## config.mk

```make
export PLATFORM = sky130hd
export DESIGN_NAME = mie_execute
export DESIGN_NICKNAME = d
export VERILOG_FILES = /design/src/rtl/mie_pkg.sv /design/src/rtl/mie_execute.sv
export VERILOG_INCLUDE_DIRS = /design/src /design/src/rtl
export SDC_FILE = /design/constraint.sdc
export NUM_CORES = 1
export LEC_CHECK = 0
export BUFFER_PORTS_ARGS = -buffer_cell sky130_fd_sc_hd__buf_2
export CORE_MARGIN = 3
export CORE_UTILIZATION = 53
export DETAILED_ROUTE_END_ITERATION = 10
export PLACE_DENSITY = 0.82
export SYNTH_ARGS = -nofsm -noshare
export SYNTH_HDL_FRONTEND = slang
export SYNTH_SLANG_ARGS = --single-unit
```

## constraint.sdc

```tcl
create_clock -name clk -period 3.2 [get_ports clk]
set_input_delay 0.32 -clock clk [delete_from_list [all_inputs] [get_ports clk]]
set_output_delay 0.32 -clock clk [all_outputs]
set_load 0.03 [all_outputs]
```

## src/rtl/mie_params.svh

```systemverilog
// Register offsets, field positions and reset values of the execute block
`ifndef MIE_PARAMS_SVH
`define MIE_PARAMS_SVH

// ----------------------------------------------------------------
// Register map
// ----------------------------------------------------------------
`define MIE_STATUS_OFFSET   32'h0000_0000
`define MIE_CONTROL_OFFSET  32'h0000_0004

// ----------------------------------------------------------------
// Status field positions
// ----------------------------------------------------------------
`define MIE_ST_WREG_LSB     0
`define MIE_ST_CARRY        8
`define MIE_ST_HALF         9
`define MIE_ST_ZERO         10
`define MIE_ST_OVF          11
`define MIE_ST_TIMEOUT      12
`define MIE_ST_PDOWN        13
`define MIE_ST_GIE          14
`define MIE_ST_HALTED       15
`define MIE_ST_PC_LSB       16

// ----------------------------------------------------------------
// Control field position and reset value, PC low byte address and interrupt vector
// ----------------------------------------------------------------
`define MIE_CT_RUN          0
`define MIE_CONTROL_RESET   1'b1
`define MIE_PC_LOW_ADDR     8'h06
`define MIE_IRQ_VECTOR      16'h0004

`endif

```

## src/rtl/mie_pkg.sv

```systemverilog
// Types shared by the execute block
package mie_pkg;

  typedef enum logic [5:0] {
    OP_NOP, OP_ADD_M, OP_ADDM, OP_ADD_I, OP_ADC_M, OP_ADCM,
    OP_AND_M, OP_ANDM, OP_AND_I, OP_OR_M, OP_ORM, OP_OR_I,
    OP_INV, OP_INVA, OP_DECADJ, OP_DEC, OP_DECA, OP_INC, OP_INCA,
    OP_CLR, OP_CLRBIT, OP_WDCLR, OP_PRE_FIRST, OP_PRE_SECOND,
    OP_HALT, OP_CALL, OP_JMP, OP_MOV_WM, OP_MOV_WI, OP_MOV_MW,
    OP_RET, OP_RET_IMM, OP_IRQRET, OP_RL, OP_RLA
  } mie_op_type;

  typedef enum logic [1:0] {ST_RUN, ST_DUMMY, ST_HALTED} mie_state_type;

  typedef enum logic [1:0] {PRE_NONE, PRE_FIRST, PRE_SECOND} mie_pre_type;

endpackage

```

## src/rtl/mie_execute.sv

```systemverilog
// Instruction execute unit of an 8-bit microcontroller core with an APB status port
`timescale 1ns/1ps
`include "mie_params.svh"

module mie_execute #(
  parameter int PCW = 12
) (
  input  wire logic                clk,
  input  wire logic                rst_n,
  input  wire logic                opValid,
  input  wire mie_pkg::mie_op_type opCode,
  input  wire logic [7:0]          opAddr,
  input  wire logic [2:0]          opBit,
  input  wire logic [7:0]          opImm,
  input  wire logic [PCW-1:0]      opTarget,
  output logic                     opReady,
  input  wire logic [7:0]          memRdData,
  output logic                     memWrEn,
  output logic [7:0]               memWrAddr,
  output logic [7:0]               memWrData,
  output logic                     stackPush,
  output logic [PCW-1:0]           stackPushData,
  output logic                     stackPop,
  input  wire logic [PCW-1:0]      stackTop,
  input  wire logic                irqRequest,
  input  wire logic                wdtTimeout,
  input  wire logic                wakeUp,
  output logic                     wdtClear,
  output logic                     prescalerClear,
  output logic                     clockGate,
  output logic [PCW-1:0]           pc,
  output logic [7:0]               workingRegister,
  output logic                     carryFlag,
  output logic                     halfCarryFlag,
  output logic                     zeroFlag,
  output logic                     overflowFlag,
  output logic                     watchdogTimeoutFlag,
  output logic                     powerdownFlag,
  output logic                     globalIrqEnable,
  input  wire logic                psel,
  input  wire logic                penable,
  input  wire logic                pwrite,
  input  wire logic [31:0]         paddr,
  input  wire logic [31:0]         pwdata,
  output logic [31:0]              prdata,
  output logic                     pready,
  output logic                     pslverr
);
  import mie_pkg::*;

  // ----------------------------------------------------------------
  // Operand and result datapath
  // ----------------------------------------------------------------
  mie_state_type state;
  mie_state_type next_state;
  mie_pre_type   prePending;
  mie_pre_type   next_pre;
  logic          runEnable;

  wire           take     = opValid & opReady;
  wire           irqEnter = (state == ST_RUN) & ~opReady & globalIrqEnable & irqRequest;
  wire           useImm   = (opCode == OP_ADD_I) | (opCode == OP_AND_I) | (opCode == OP_OR_I);
  wire [7:0]     operandB = useImm ? opImm : memRdData;
  wire           addCin   = ((opCode == OP_ADC_M) | (opCode == OP_ADCM)) & carryFlag;
  wire [8:0]     addSum   = {1'b0, workingRegister} + {1'b0, operandB} + {8'h00, addCin};
  wire [4:0]     addHalf  = {1'b0, workingRegister[3:0]} + {1'b0, operandB[3:0]}
                            + {4'h0, addCin};
  wire           addOvf   = (workingRegister[7] == operandB[7])
                            & (addSum[7] != workingRegister[7]);
  wire [7:0]     resAnd   = workingRegister & operandB;
  wire [7:0]     resOr    = workingRegister | operandB;
  wire [7:0]     resInv   = ~memRdData;
  wire [7:0]     resDec   = memRdData - 8'h01;
  wire [7:0]     resInc   = memRdData + 8'h01;
  wire [7:0]     resBitClr = memRdData & ~(8'h01 << opBit);
  wire [7:0]     resRl    = {memRdData[6:0], memRdData[7]};
  wire           adjLow   = (workingRegister[3:0] > 4'h9) | halfCarryFlag;
  wire           adjHigh  = (workingRegister[7:4] > 4'h9) | carryFlag;
  wire [8:0]     adjSum   = {1'b0, workingRegister}
                            + {1'b0, adjHigh ? 4'h6 : 4'h0, adjLow ? 4'h6 : 4'h0};
  wire [PCW-1:0] pcInc    = pc + {{(PCW-1){1'b0}}, 1'b1};

  logic [7:0]     next_wreg;
  logic [7:0]     next_memData;
  logic [PCW-1:0] next_pc;
  logic [PCW-1:0] next_pushData;
  logic           next_memWe, next_push, next_pop, next_wdtClr, next_presClr;
  logic           next_c, next_h, next_z, next_v, next_to, next_pd, next_gie;

  // ----------------------------------------------------------------
  // Instruction execution
  // ----------------------------------------------------------------
  always_comb begin
    next_state    = state;
    next_pre      = prePending;
    next_wreg     = workingRegister;
    next_memData  = 8'h00;
    next_memWe    = 1'b0;
    next_pc       = pc;
    next_pushData = stackPushData;
    next_push     = 1'b0;
    next_pop      = 1'b0;
    next_wdtClr   = 1'b0;
    next_presClr  = 1'b0;
    next_c        = carryFlag;
    next_h        = halfCarryFlag;
    next_z        = zeroFlag;
    next_v        = overflowFlag;
    next_to       = watchdogTimeoutFlag;
    next_pd       = powerdownFlag;
    next_gie      = globalIrqEnable;
    if (state == ST_HALTED) begin
      if (wakeUp | wdtTimeout) begin
        next_state = ST_RUN;
      end
    end else if (state == ST_DUMMY) begin
      next_state = ST_RUN;
    end else if (take) begin
      next_pc = pcInc;
      case (opCode)
        OP_ADD_M, OP_ADD_I, OP_ADC_M, OP_ADDM, OP_ADCM: begin
          if ((opCode == OP_ADDM) | (opCode == OP_ADCM)) begin
            next_memWe   = 1'b1;
            next_memData = addSum[7:0];
          end else begin
            next_wreg = addSum[7:0];
          end
          next_c = addSum[8];
          next_h = addHalf[4];
          next_v = addOvf;
          next_z = (addSum[7:0] == 8'h00);
        end
        OP_AND_M, OP_AND_I: begin
          next_wreg = resAnd;
          next_z    = (resAnd == 8'h00);
        end
        OP_ANDM: begin
          next_memWe   = 1'b1;
          next_memData = resAnd;
          next_z       = (resAnd == 8'h00);
        end
        OP_OR_M, OP_OR_I: begin
          next_wreg = resOr;
          next_z    = (resOr == 8'h00);
        end
        OP_ORM: begin
          next_memWe   = 1'b1;
          next_memData = resOr;
          next_z       = (resOr == 8'h00);
        end
        OP_INV, OP_INVA: begin
          if (opCode == OP_INV) begin
            next_memWe   = 1'b1;
            next_memData = resInv;
          end else begin
            next_wreg = resInv;
          end
          next_z = (resInv == 8'h00);
        end
        OP_DECADJ: begin
          next_memWe   = 1'b1;
          next_memData = adjSum[7:0];
          next_c       = adjHigh | adjSum[8];
        end
        OP_DEC, OP_DECA: begin
          if (opCode == OP_DEC) begin
            next_memWe   = 1'b1;
            next_memData = resDec;
          end else begin
            next_wreg = resDec;
          end
          next_z = (resDec == 8'h00);
        end
        OP_INC, OP_INCA: begin
          if (opCode == OP_INC) begin
            next_memWe   = 1'b1;
            next_memData = resInc;
          end else begin
            next_wreg = resInc;
          end
          next_z = (resInc == 8'h00);
        end
        OP_CLR: begin
          next_memWe   = 1'b1;
          next_memData = 8'h00;
        end
        OP_CLRBIT: begin
          next_memWe   = 1'b1;
          next_memData = resBitClr;
        end
        OP_WDCLR: begin
          next_wdtClr = 1'b1;
          next_to     = 1'b0;
          next_pd     = 1'b0;
        end
        OP_PRE_FIRST, OP_PRE_SECOND: begin
          // Another instruction in between does not break a pending pair
          if ((opCode == OP_PRE_FIRST && prePending == PRE_SECOND)
              || (opCode == OP_PRE_SECOND && prePending == PRE_FIRST)) begin
            next_wdtClr = 1'b1;
            next_to     = 1'b0;
            next_pd     = 1'b0;
            next_pre    = PRE_NONE;
          end else begin
            next_pre = (opCode == OP_PRE_FIRST) ? PRE_FIRST : PRE_SECOND;
          end
        end
        OP_HALT: begin
          next_wdtClr  = 1'b1;
          next_presClr = 1'b1;
          next_to      = 1'b0;
          next_pd      = 1'b1;
          next_state   = ST_HALTED;
        end
        OP_CALL: begin
          next_push     = 1'b1;
          next_pushData = pcInc;
          next_pc       = opTarget;
          next_state    = ST_DUMMY;
        end
        OP_JMP: begin
          next_pc    = opTarget;
          next_state = ST_DUMMY;
        end
        OP_MOV_WM: next_wreg = memRdData;
        OP_MOV_WI: next_wreg = opImm;
        OP_MOV_MW: begin
          next_memWe   = 1'b1;
          next_memData = workingRegister;
        end
        OP_RET, OP_RET_IMM, OP_IRQRET: begin
          next_pop   = 1'b1;
          next_pc    = stackTop;
          next_state = ST_DUMMY;
          if (opCode == OP_RET_IMM) begin
            next_wreg = opImm;
          end
          if (opCode == OP_IRQRET) begin
            next_gie = 1'b1;
          end
        end
        OP_RL: begin
          next_memWe   = 1'b1;
          next_memData = resRl;
        end
        OP_RLA: next_wreg = resRl;
        default: ;
      endcase
      // A store to the counter's low byte redirects the fetch
      if (next_memWe && opAddr == `MIE_PC_LOW_ADDR) begin
        next_pc[7:0] = next_memData;
        next_state   = ST_DUMMY;
      end
    end else if (irqEnter) begin
      // Pending request is served here, also right after an interrupt return
      next_push     = 1'b1;
      next_pushData = pc;
      next_pc       = PCW'(`MIE_IRQ_VECTOR);
      next_gie      = 1'b0;
      next_state    = ST_DUMMY;
    end
    if (wdtTimeout) begin
      next_to = 1'b1;
    end
  end

  // Ready is predicted from this cycle's request so an interrupt gets a free slot
  wire next_ready = (next_state == ST_RUN) & runEnable & ~(irqRequest & next_gie);

  always_ff @(posedge clk or negedge rst_n) begin
    if (!rst_n) begin
      state <= ST_RUN;
      prePending <= PRE_NONE;
      opReady <= 1'b0;
      workingRegister <= 8'h00;
      pc <= '0;
      {carryFlag, halfCarryFlag, zeroFlag, overflowFlag} <= 4'h0;
      {watchdogTimeoutFlag, powerdownFlag, globalIrqEnable} <= 3'h0;
    end else begin
      state <= next_state;
      prePending <= next_pre;
      opReady <= next_ready;
      workingRegister <= next_wreg;
      pc <= next_pc;
      {carryFlag, halfCarryFlag, zeroFlag, overflowFlag} <= {next_c, next_h, next_z, next_v};
      {watchdogTimeoutFlag, powerdownFlag, globalIrqEnable} <= {next_to, next_pd, next_gie};
    end
  end

  always_ff @(posedge clk or negedge rst_n) begin
    if (!rst_n) begin
      {memWrEn, stackPush, stackPop, wdtClear, prescalerClear, clockGate} <= 6'h00;
      memWrAddr <= 8'h00;
      memWrData <= 8'h00;
      stackPushData <= '0;
    end else begin
      {memWrEn, stackPush, stackPop} <= {next_memWe, next_push, next_pop};
      {wdtClear, prescalerClear} <= {next_wdtClr, next_presClr};
      clockGate <= (next_state == ST_HALTED);
      memWrAddr <= opAddr;
      memWrData <= next_memData;
      stackPushData <= next_pushData;
    end
  end

  // ----------------------------------------------------------------
  // APB slave, one wait-free access cycle
  // ----------------------------------------------------------------
  wire        hitStatus  = (paddr == `MIE_STATUS_OFFSET);
  wire        hitControl = (paddr == `MIE_CONTROL_OFFSET);
  wire        apbSetup   = psel & ~penable;
  wire        ctrlWrite  = psel & penable & pready & pwrite & hitControl;
  wire        halted     = (state == ST_HALTED);
  wire [31:0] statusWord = {{(16 - PCW){1'b0}}, pc, halted, globalIrqEnable,
                            powerdownFlag, watchdogTimeoutFlag, overflowFlag,
                            zeroFlag, halfCarryFlag, carryFlag, workingRegister};
  wire [31:0] readWord   = hitStatus ? statusWord :
                           hitControl ? {31'h0, runEnable} : 32'h0;

  always_ff @(posedge clk or negedge rst_n) begin
    if (!rst_n) begin
      pready <= 1'b0;
      pslverr <= 1'b0;
      prdata <= 32'h0;
      runEnable <= `MIE_CONTROL_RESET;
    end else begin
      pready <= apbSetup;
      pslverr <= apbSetup & (~(hitStatus | hitControl) | (pwrite & hitStatus));
      prdata <= (apbSetup & ~pwrite) ? readWord : 32'h0;
      if (ctrlWrite) begin
        runEnable <= pwdata[`MIE_CT_RUN];
      end
    end
  end
endmodule

```

Word-level counts from Yosys, hierarchy flattened
Cells that the tools add are included.
{"block": "op_classes", "n_bitwise": 39, "n_eq_ne": 53, "reduce_logical": 43, "addsub": 8, "n_mux": 80, "n_lt_le_gt_ge": 2, "shifts": 1}
{"cell": "8-bit one-hot mux with 10 select lines", "n": 2}
{"cell": "8-bit 2-to-1 mux", "n": 14}
{"cell": "6-bit by 5-bit == test with 1-bit output (second input constant)", "n": 16}
{"cell": "12-bit 2-to-1 mux", "n": 5}
{"cell": "28-bit 2-to-1 mux", "n": 2}
{"cell": "6-bit by 4-bit == test with 1-bit output (second input constant)", "n": 8}
{"cell": "8-bit zero test", "n": 6}
{"cell": "1-bit 2-to-1 mux", "n": 39}
{"cell": "32-bit by 3-bit == test with 1-bit output (second input constant)", "n": 1}
{"cell": "32-bit zero test", "n": 1}
{"cell": "6-bit by 3-bit == test with 1-bit output (second input constant)", "n": 4}
{"cell": "12-bit one-hot mux with 2 select lines", "n": 1}
{"cell": "4-bit AND reduction", "n": 5}
{"cell": "6-bit == test (second input constant)", "n": 3}
{"cell": "1-bit AND", "n": 17}
{"cell": "8-bit AND", "n": 2}
{"cell": "2-bit 2-to-1 mux", "n": 8}
{"cell": "2-bit != test (second input constant)", "n": 8}
{"cell": "8-bit inverter", "n": 2}
{"cell": "2-bit OR reduction", "n": 8}
{"cell": "12-bit by 1-bit adder with 12-bit output (second input constant)", "n": 1}
{"cell": "6-bit by 2-bit == test with 1-bit output (second input constant)", "n": 2}
{"cell": "1-bit bitwise OR", "n": 10}
{"cell": "5-bit AND reduction", "n": 2}
{"cell": "37 further kinds", "n": 59}
{"block": "word_totals", "output_inout_bits": 96, "word_cells": 251, "ff_bits": 97, "in_bits": 130}

Logic depth before layout (Yosys ltp)
{"block": "logic_depth", "word_depth": 15, "ltp_mapped": 16, "ltp_nobuf": 14}

Worst setup path before layout
Ideal clock, no wire load.
{"block": "synth_timing", "kind": "input-to-reg", "startpoint": "input opCode[0]", "endpoint": "register pc[4]", "cell_stages": 16, "t_arrival_ps": 3798, "n_path_buf": 3, "setup_slack_ps": -719, "setup_time_ps": 121, "t_required_ps": 3079, "path_cell_list": "buf_4 buf_2 buf_2 nor3_1 o211ai_2 mux2_2 inv_1 fa_1 inv_1 fa_1 a211oi_1 nor2_1 xnor2_1 o221ai_1 or4_1 a22o_1"}
{"block": "synth_via", "elab_chain_cells": 10, "elab_cells_between_ends": 59, "classes_between": "2 x add/sub; 25 x eq/ne; 17 x mux; 7 x bitwise; 8 x reduce/logical"}
{"element": "from (decl)", "line": "mie_execute.sv:11", "text": "input wire mie_pkg::mie_op_type opCode,"}
{"element": "6-bit by 2-bit == test with 1-bit output (tied with other cells)", "line": "mie_execute.sv:62, mie_execute.sv:120"}
{"element": "1-bit bitwise OR, on equally long branches", "line": "mie_execute.sv:62, mie_execute.sv:122"}
{"element": "1-bit bitwise OR / 1-bit 2-to-1 mux (equally long branches)", "line": "mie_execute.sv:62, mie_execute.sv:122"}
{"element": "8-bit 2-to-1 mux / 1-bit one-hot mux with 5 select lines (equally long branches)", "line": "mie_execute.sv:63, mie_execute.sv:120"}
{"element": "8-bit by 8-bit adder with 9-bit output / 1-bit 2-to-1 mux (equally long branches)", "line": "mie_execute.sv:65, mie_execute.sv:118"}
{"element": "9-bit by 1-bit adder with 9-bit output / 1-bit 2-to-1 mux (equally long branches)", "line": "mie_execute.sv:65, mie_execute.sv:116"}
{"element": "8-bit 2-to-1 mux / 1-bit 2-to-1 mux (equally long branches)", "line": "mie_execute.sv:122, mie_execute.sv:112"}
{"element": "8-bit one-hot mux with 10 select lines / 1-bit logical AND (equally long branches)"}
{"element": "8-bit 2-to-1 mux (*)", "line": "mie_execute.sv:250", "text": "if (next_memWe && opAddr == `MIE_PC_LOW_ADDR) begin"}
{"element": "12-bit 2-to-1 mux (*)", "line": "mie_execute.sv:118", "text": "end else if (take) begin"}
{"element": "to (signal assigned)", "line": "mie_execute.sv:284", "text": "pc <= next_pc;"}
{"element": "to (decl)", "line": "mie_execute.sv:31", "text": "output logic [PCW-1:0] pc,"}
Mark *: on every way between the ends. The rest lies on a longest branch, timed or not. The select of a mux whose other input is x is not followed.
A chain may end at the register's enable or synchronous reset.

Final worst setup path
{"block": "layout_timing", "startpoint": "input opCode[1]", "endpoint": "register zeroFlag"}
{"block": "layout_via", "elab_chain_cells": 8, "elab_cells_between_ends": 38, "classes_between": "2 x add/sub; 17 x eq/ne; 2 x mux; 6 x bitwise; 11 x reduce/logical"}
{"element": "6-bit by 2-bit == test with 1-bit output / 6-bit by 4-bit == test with 1-bit output (equally long branches)", "line": "mie_execute.sv:62, mie_execute.sv:120"}
{"element": "1-bit bitwise OR (2 in series)", "line": "mie_execute.sv:62", "text": "wire useImm = (opCode == OP_ADD_I) | (opCode == OP_AND_I) | (opCode == OP_OR_I);"}
{"element": "8-bit 2-to-1 mux", "line": "mie_execute.sv:63", "text": "wire [7:0] operandB = useImm ? opImm : memRdData;"}
{"element": "8-bit by 8-bit adder with 9-bit output", "line": "mie_execute.sv:65", "text": "wire [8:0] addSum = {1'b0, workingRegister} + {1'b0, operandB} + {8'h00, addCin};"}
{"element": "9-bit by 1-bit adder with 9-bit output", "line": "mie_execute.sv:65"}
{"element": "8-bit zero test", "line": "mie_execute.sv:131", "text": "next_z = (addSum[7:0] == 8'h00);"}
{"element": "1-bit one-hot mux with 6 select lines", "line": "mie_execute.sv:120", "text": "case (opCode)"}
{"element": "to (signal assigned)", "line": "mie_execute.sv:285", "text": "{carryFlag, halfCarryFlag, zeroFlag, overflowFlag} <= {next_c, next_h, next_z, next_v};"}
{"element": "to (decl)", "line": "mie_execute.sv:35", "text": "output logic zeroFlag,"}
Parallel ways exist; a longest one is shown, timed or not.

==> results.sh <==
export IMPL_dieArea_um2=15190
export IMPL_crit_path_end_kind="flip-flop"
export IMPL_synth_warnings=0
export IMPL_place_area_um2=8763
export IMPL_dr_pass1_iters=6
export IMPL_wl_met3_um=3070
export IMPL_fin_area_um2=9139
export IMPL_cts_inserted_buffers=9
export IMPL_yosys_area_share_simple=0.2360
export IMPL_synth_top_cells_by_count="dfrtp_1, nand2_1, nor2_1"
export IMPL_final_antenna_net_count=0
export IMPL_portBuffers=190
export IMPL_viasPerCell=6.386
export IMPL_ys_dominant_reg_cell="dfrtp_1"
export IMPL_area_growth_pct=25.43
export IMPL_holdCritStartpoint="opAddr[2]"
export IMPL_ys_seq_area_frac=0.3333
export IMPL_seq_power_share=0.426
export IMPL_clk_latency_ns=0.35
export IMPL_place_congestion=1.027
export IMPL_m1WireLength_um=10940
export IMPL_io_pins=226
export IMPL_ys_seq_elements=97
export IMPL_antenna_found_initial=2
export IMPL_period_share=0.9662
export IMPL_clkPwrFrac=0.393
export IMPL_synthAdderAreaFrac=0.05633
export IMPL_clkTransAtPathRegs_ns=0.07
export IMPL_avgSynthCellArea_um2=8.885
export IMPL_slew_violations=0
export IMPL_skew_ns=0.007452
export IMPL_irDropWorstVdd_mv=0.2567
export IMPL_grt_pass1_wl_um=40880
export IMPL_p_leak_nw=4.285
export IMPL_min_to="memWrAddr[2]$_DFF_PN0_"
export IMPL_fp_dieH_um=123.2
export IMPL_synth_top_family_by_area="simple AND/OR/NAND/NOR gates"
export IMPL_synth_compound_area_frac=0.2325
export IMPL_final_seq_area_um2=2429
export IMPL_htreeDepth=3
export IMPL_p_sw_uw=832.1
export IMPL_worstHoldPathCells=1
export IMPL_fp_dieW_um=123.2
export IMPL_synth_mux_area_frac=0.03280
export IMPL_core_area_um2=13350
export IMPL_slew_limit_headroom=0.4461
export IMPL_setup_viol=0
export IMPL_filler_cell_count=1102
export IMPL_initial_core_util=0.5458
export IMPL_wl_um=27610
export IMPL_routed_wl_met2_um=12620
export IMPL_clockRootBuffer="clkbuf_16"
export IMPL_powerDensity_nw_per_um2=317.1
export IMPL_synth_distinct_cells=89
export IMPL_synth_most_common_cell="dfrtp_1"
export IMPL_worstMarginPinSlew_ns=0.8278
export IMPL_netlist_top_cells_area="dfrtp_1, ha_1, nand2_1"
export IMPL_status="finished, final reports clean"
export IMPL_fin_crit_ns=3.092
export IMPL_clkSinkCount=97
export IMPL_dp_hpwl_um=21180
export IMPL_highest_layer="met4"
export IMPL_cts_tree="built"
export IMPL_syn_inst=820
export IMPL_grt_pass1_vias=7112
export IMPL_synth_edf_count=0
export IMPL_p_sw_frac=0.2871
export IMPL_p_comb_frac=0.181
export IMPL_drt_iter0_markers=931
export IMPL_drive_gt1_frac=0.3174
export IMPL_reg2regPathDepth=11
export IMPL_timing_rr_end="zeroFlag$_DFFE_PN0P_"
export IMPL_finalHoldViolations=0
export IMPL_rsz0062_at_grt="false"
export IMPL_rows=42
export IMPL_dp_cells=1204
export IMPL_drcViolationCount=0
export IMPL_worstPathRequired_ns=3.47
export IMPL_grt_max_degree=53
export IMPL_async_reset_ff_frac=1.000
export IMPL_overflow=0
export IMPL_startpoint_type="primary input"
export IMPL_clockBufferDepth=2
export IMPL_synth_top_area_frac=0.3297
export IMPL_routedWlPerCell_um=22.55
export IMPL_cp_max_fo=3
export IMPL_finalNonFillerCells=1224
export IMPL_internal_power_mw=2.066
export IMPL_cap_violations=0
export IMPL_syn_area_um2=7286
export IMPL_ff2ff_setup_slack_ns=0.40
export IMPL_r2r_start="carryFlag$_DFFE_PN0P_"
export IMPL_nets=1202
export IMPL_cp_arrival_ns=3.36
export IMPL_multiInputGateArea_um2=4478
export IMPL_critPathKind="in -> reg"
export IMPL_grt_usage=0.3537
export IMPL_synth_area_leader_cell="dfrtp_1"
export IMPL_fmax_ghz=0.3234
export IMPL_vias=7816
export IMPL_hold_path_class="in -> reg"
export IMPL_synth_xor_area_share=0.04448
[cell type report]
class,instances,share of cell area
Timing Repair Buffer,264,0.1654
Antenna cell,2,0.0005476
Sequential cell,97,0.2657
Clock buffer,9,0.02464
Tap cell,176,0.02410
Clock inverter,7,0.01068
Multi-Input combinational cell,623,0.4900
Inverter,46,0.01889
[flip-flops by register name, indices dropped and copies added (netlist names), 2 cells and up]
name	count
prdata	28
workingRegister	8
stackPushData	12
state	2
memWrData	8
pc	12
memWrAddr	8
prePending	2
[through the flow]
stage | setup TNS [ns] | hold WS (ns) | util | setup WS [ns] | total power [mW]
floorplan | -0.4292 | 0.02441 | - | -0.2390 | 1.535
global placement | -0.7399 | 0.3723 | 0.6565 | -0.2411 | 1.751
detailed placement | -1.543 | 0.3780 | 0.6565 | -0.3569 | 1.756
CTS | 0 | 0.08499 | 0.6815 | 0.0006721 | 2.893
global route | 0 | 0.08720 | 0.6847 | 0.003403 | 3.005
finish | 0 | 0.09893 | 0.6847 | 0.1080 | 2.898
[layer usage]
metal | vias up | GRT usage
li1 | 3480 | -
met1 | 3689 | 0.4869
met2 | 557 | 0.5477
met3 | 90 | 0.08554
met4 | 0 | 0.1190
met5 | - | 0
[what timing repair did]
action | 4_1_cts | 5_1_grt
hold buffers | 1 | 0
cloned | 0 | 0
endpoints found under the hold margin | 2 | 0
setup endpoints to repair | 1 | 4
pin swaps | 1 | 8
resized for setup | 0 | 7
setup buffers | 0 | 1
[cell usage in the layout, fill, tap and decap left out, types with 9 or more instances in the layout]
| master | Yosys | routed |
|---|---|---|
| buf_4 | 6 | 74 |
| o21ai_0 | 32 | 32 |
| o2111ai_1 | 10 | 10 |
| nand2b_1 | 12 | 12 |
| inv_1 | 45 | 42 |
| xor2_1 | 12 | 12 |
| a221oi_1 | 13 | 13 |
| nand4_1 | 13 | 13 |
| ha_1 | 28 | 28 |
| clkbuf_16 | 0 | 9 |
| nand2_1 | 62 | 62 |
| nor3_1 | 20 | 19 |
| xnor2_1 | 25 | 24 |
| and2_1 | 36 | 35 |
| a21oi_1 | 36 | 35 |
| o211ai_1 | 9 | 9 |
| mux2_2 | 11 | 10 |
| o22ai_1 | 11 | 11 |
| nand3_1 | 29 | 29 |
| a211oi_1 | 10 | 9 |
| nor2_1 | 57 | 56 |
| nor4_1 | 11 | 11 |
| buf_2 | 16 | 189 |
| dfrtp_1 | 96 | 96 |
[critical path, stage by stage]
cell and delay [ns]:
buf_2 0.13, and2_4 0.17, o211ai_4 0.23, mux2_4 0.34, inv_2 0.08, fa_2 0.23
inv_2 0.04, fa_2 0.37, a211oi_4 0.28, nor2_2 0.09, xnor2_2 0.21, buf_4 0.14
nand4_1 0.07, or4_1 0.48, a31oi_1 0.17
[how the worst max path moves through the flow]
stage	startpoint	endpoint	slack, ns	cells after the start
finish	opCode[1]	zeroFlag$_DFFE_PN0P_	0.11	15
global route	opCode[1]	zeroFlag$_DFFE_PN0P_	0.003	15
CTS	opCode[1]	zeroFlag$_DFFE_PN0P_	0.0007	15
detailed placement	opCode[1]	zeroFlag$_DFFE_PN0P_	-0.36	15
global placement	opCode[1]	zeroFlag$_DFFE_PN0P_	-0.24	15
floorplan	opCode[1]	pc[4]$_DFFE_PN0P_	-0.24	16
[power groups by stage]
| stage | clock [mW] | sequential [mW] | combinational [mW] |
|---|---|---|---|
| global route | 1.21 | 1.23 | 0.557 |
| finish | 1.14 | 1.23 | 0.525 |
| detailed placement | 0 | 1.26 | 0.498 |
| global placement | 0 | 1.26 | 0.494 |
| CTS | 1.16 | 1.23 | 0.502 |
| floorplan | 0 | 1.27 | 0.264 |
[logic make-up after synthesis]
| logic type | count (synthesis) |
|---|---|
| simple gates | 308 |
| xor+xnor | 37 |
| other cells | 1 |
| compound gates | 221 |
| mux | 22 |
| fa+ha+maj | 31 |
| flops | 97 |
| buf+inv | 103 |
Power figures use the tool's default switching activity.
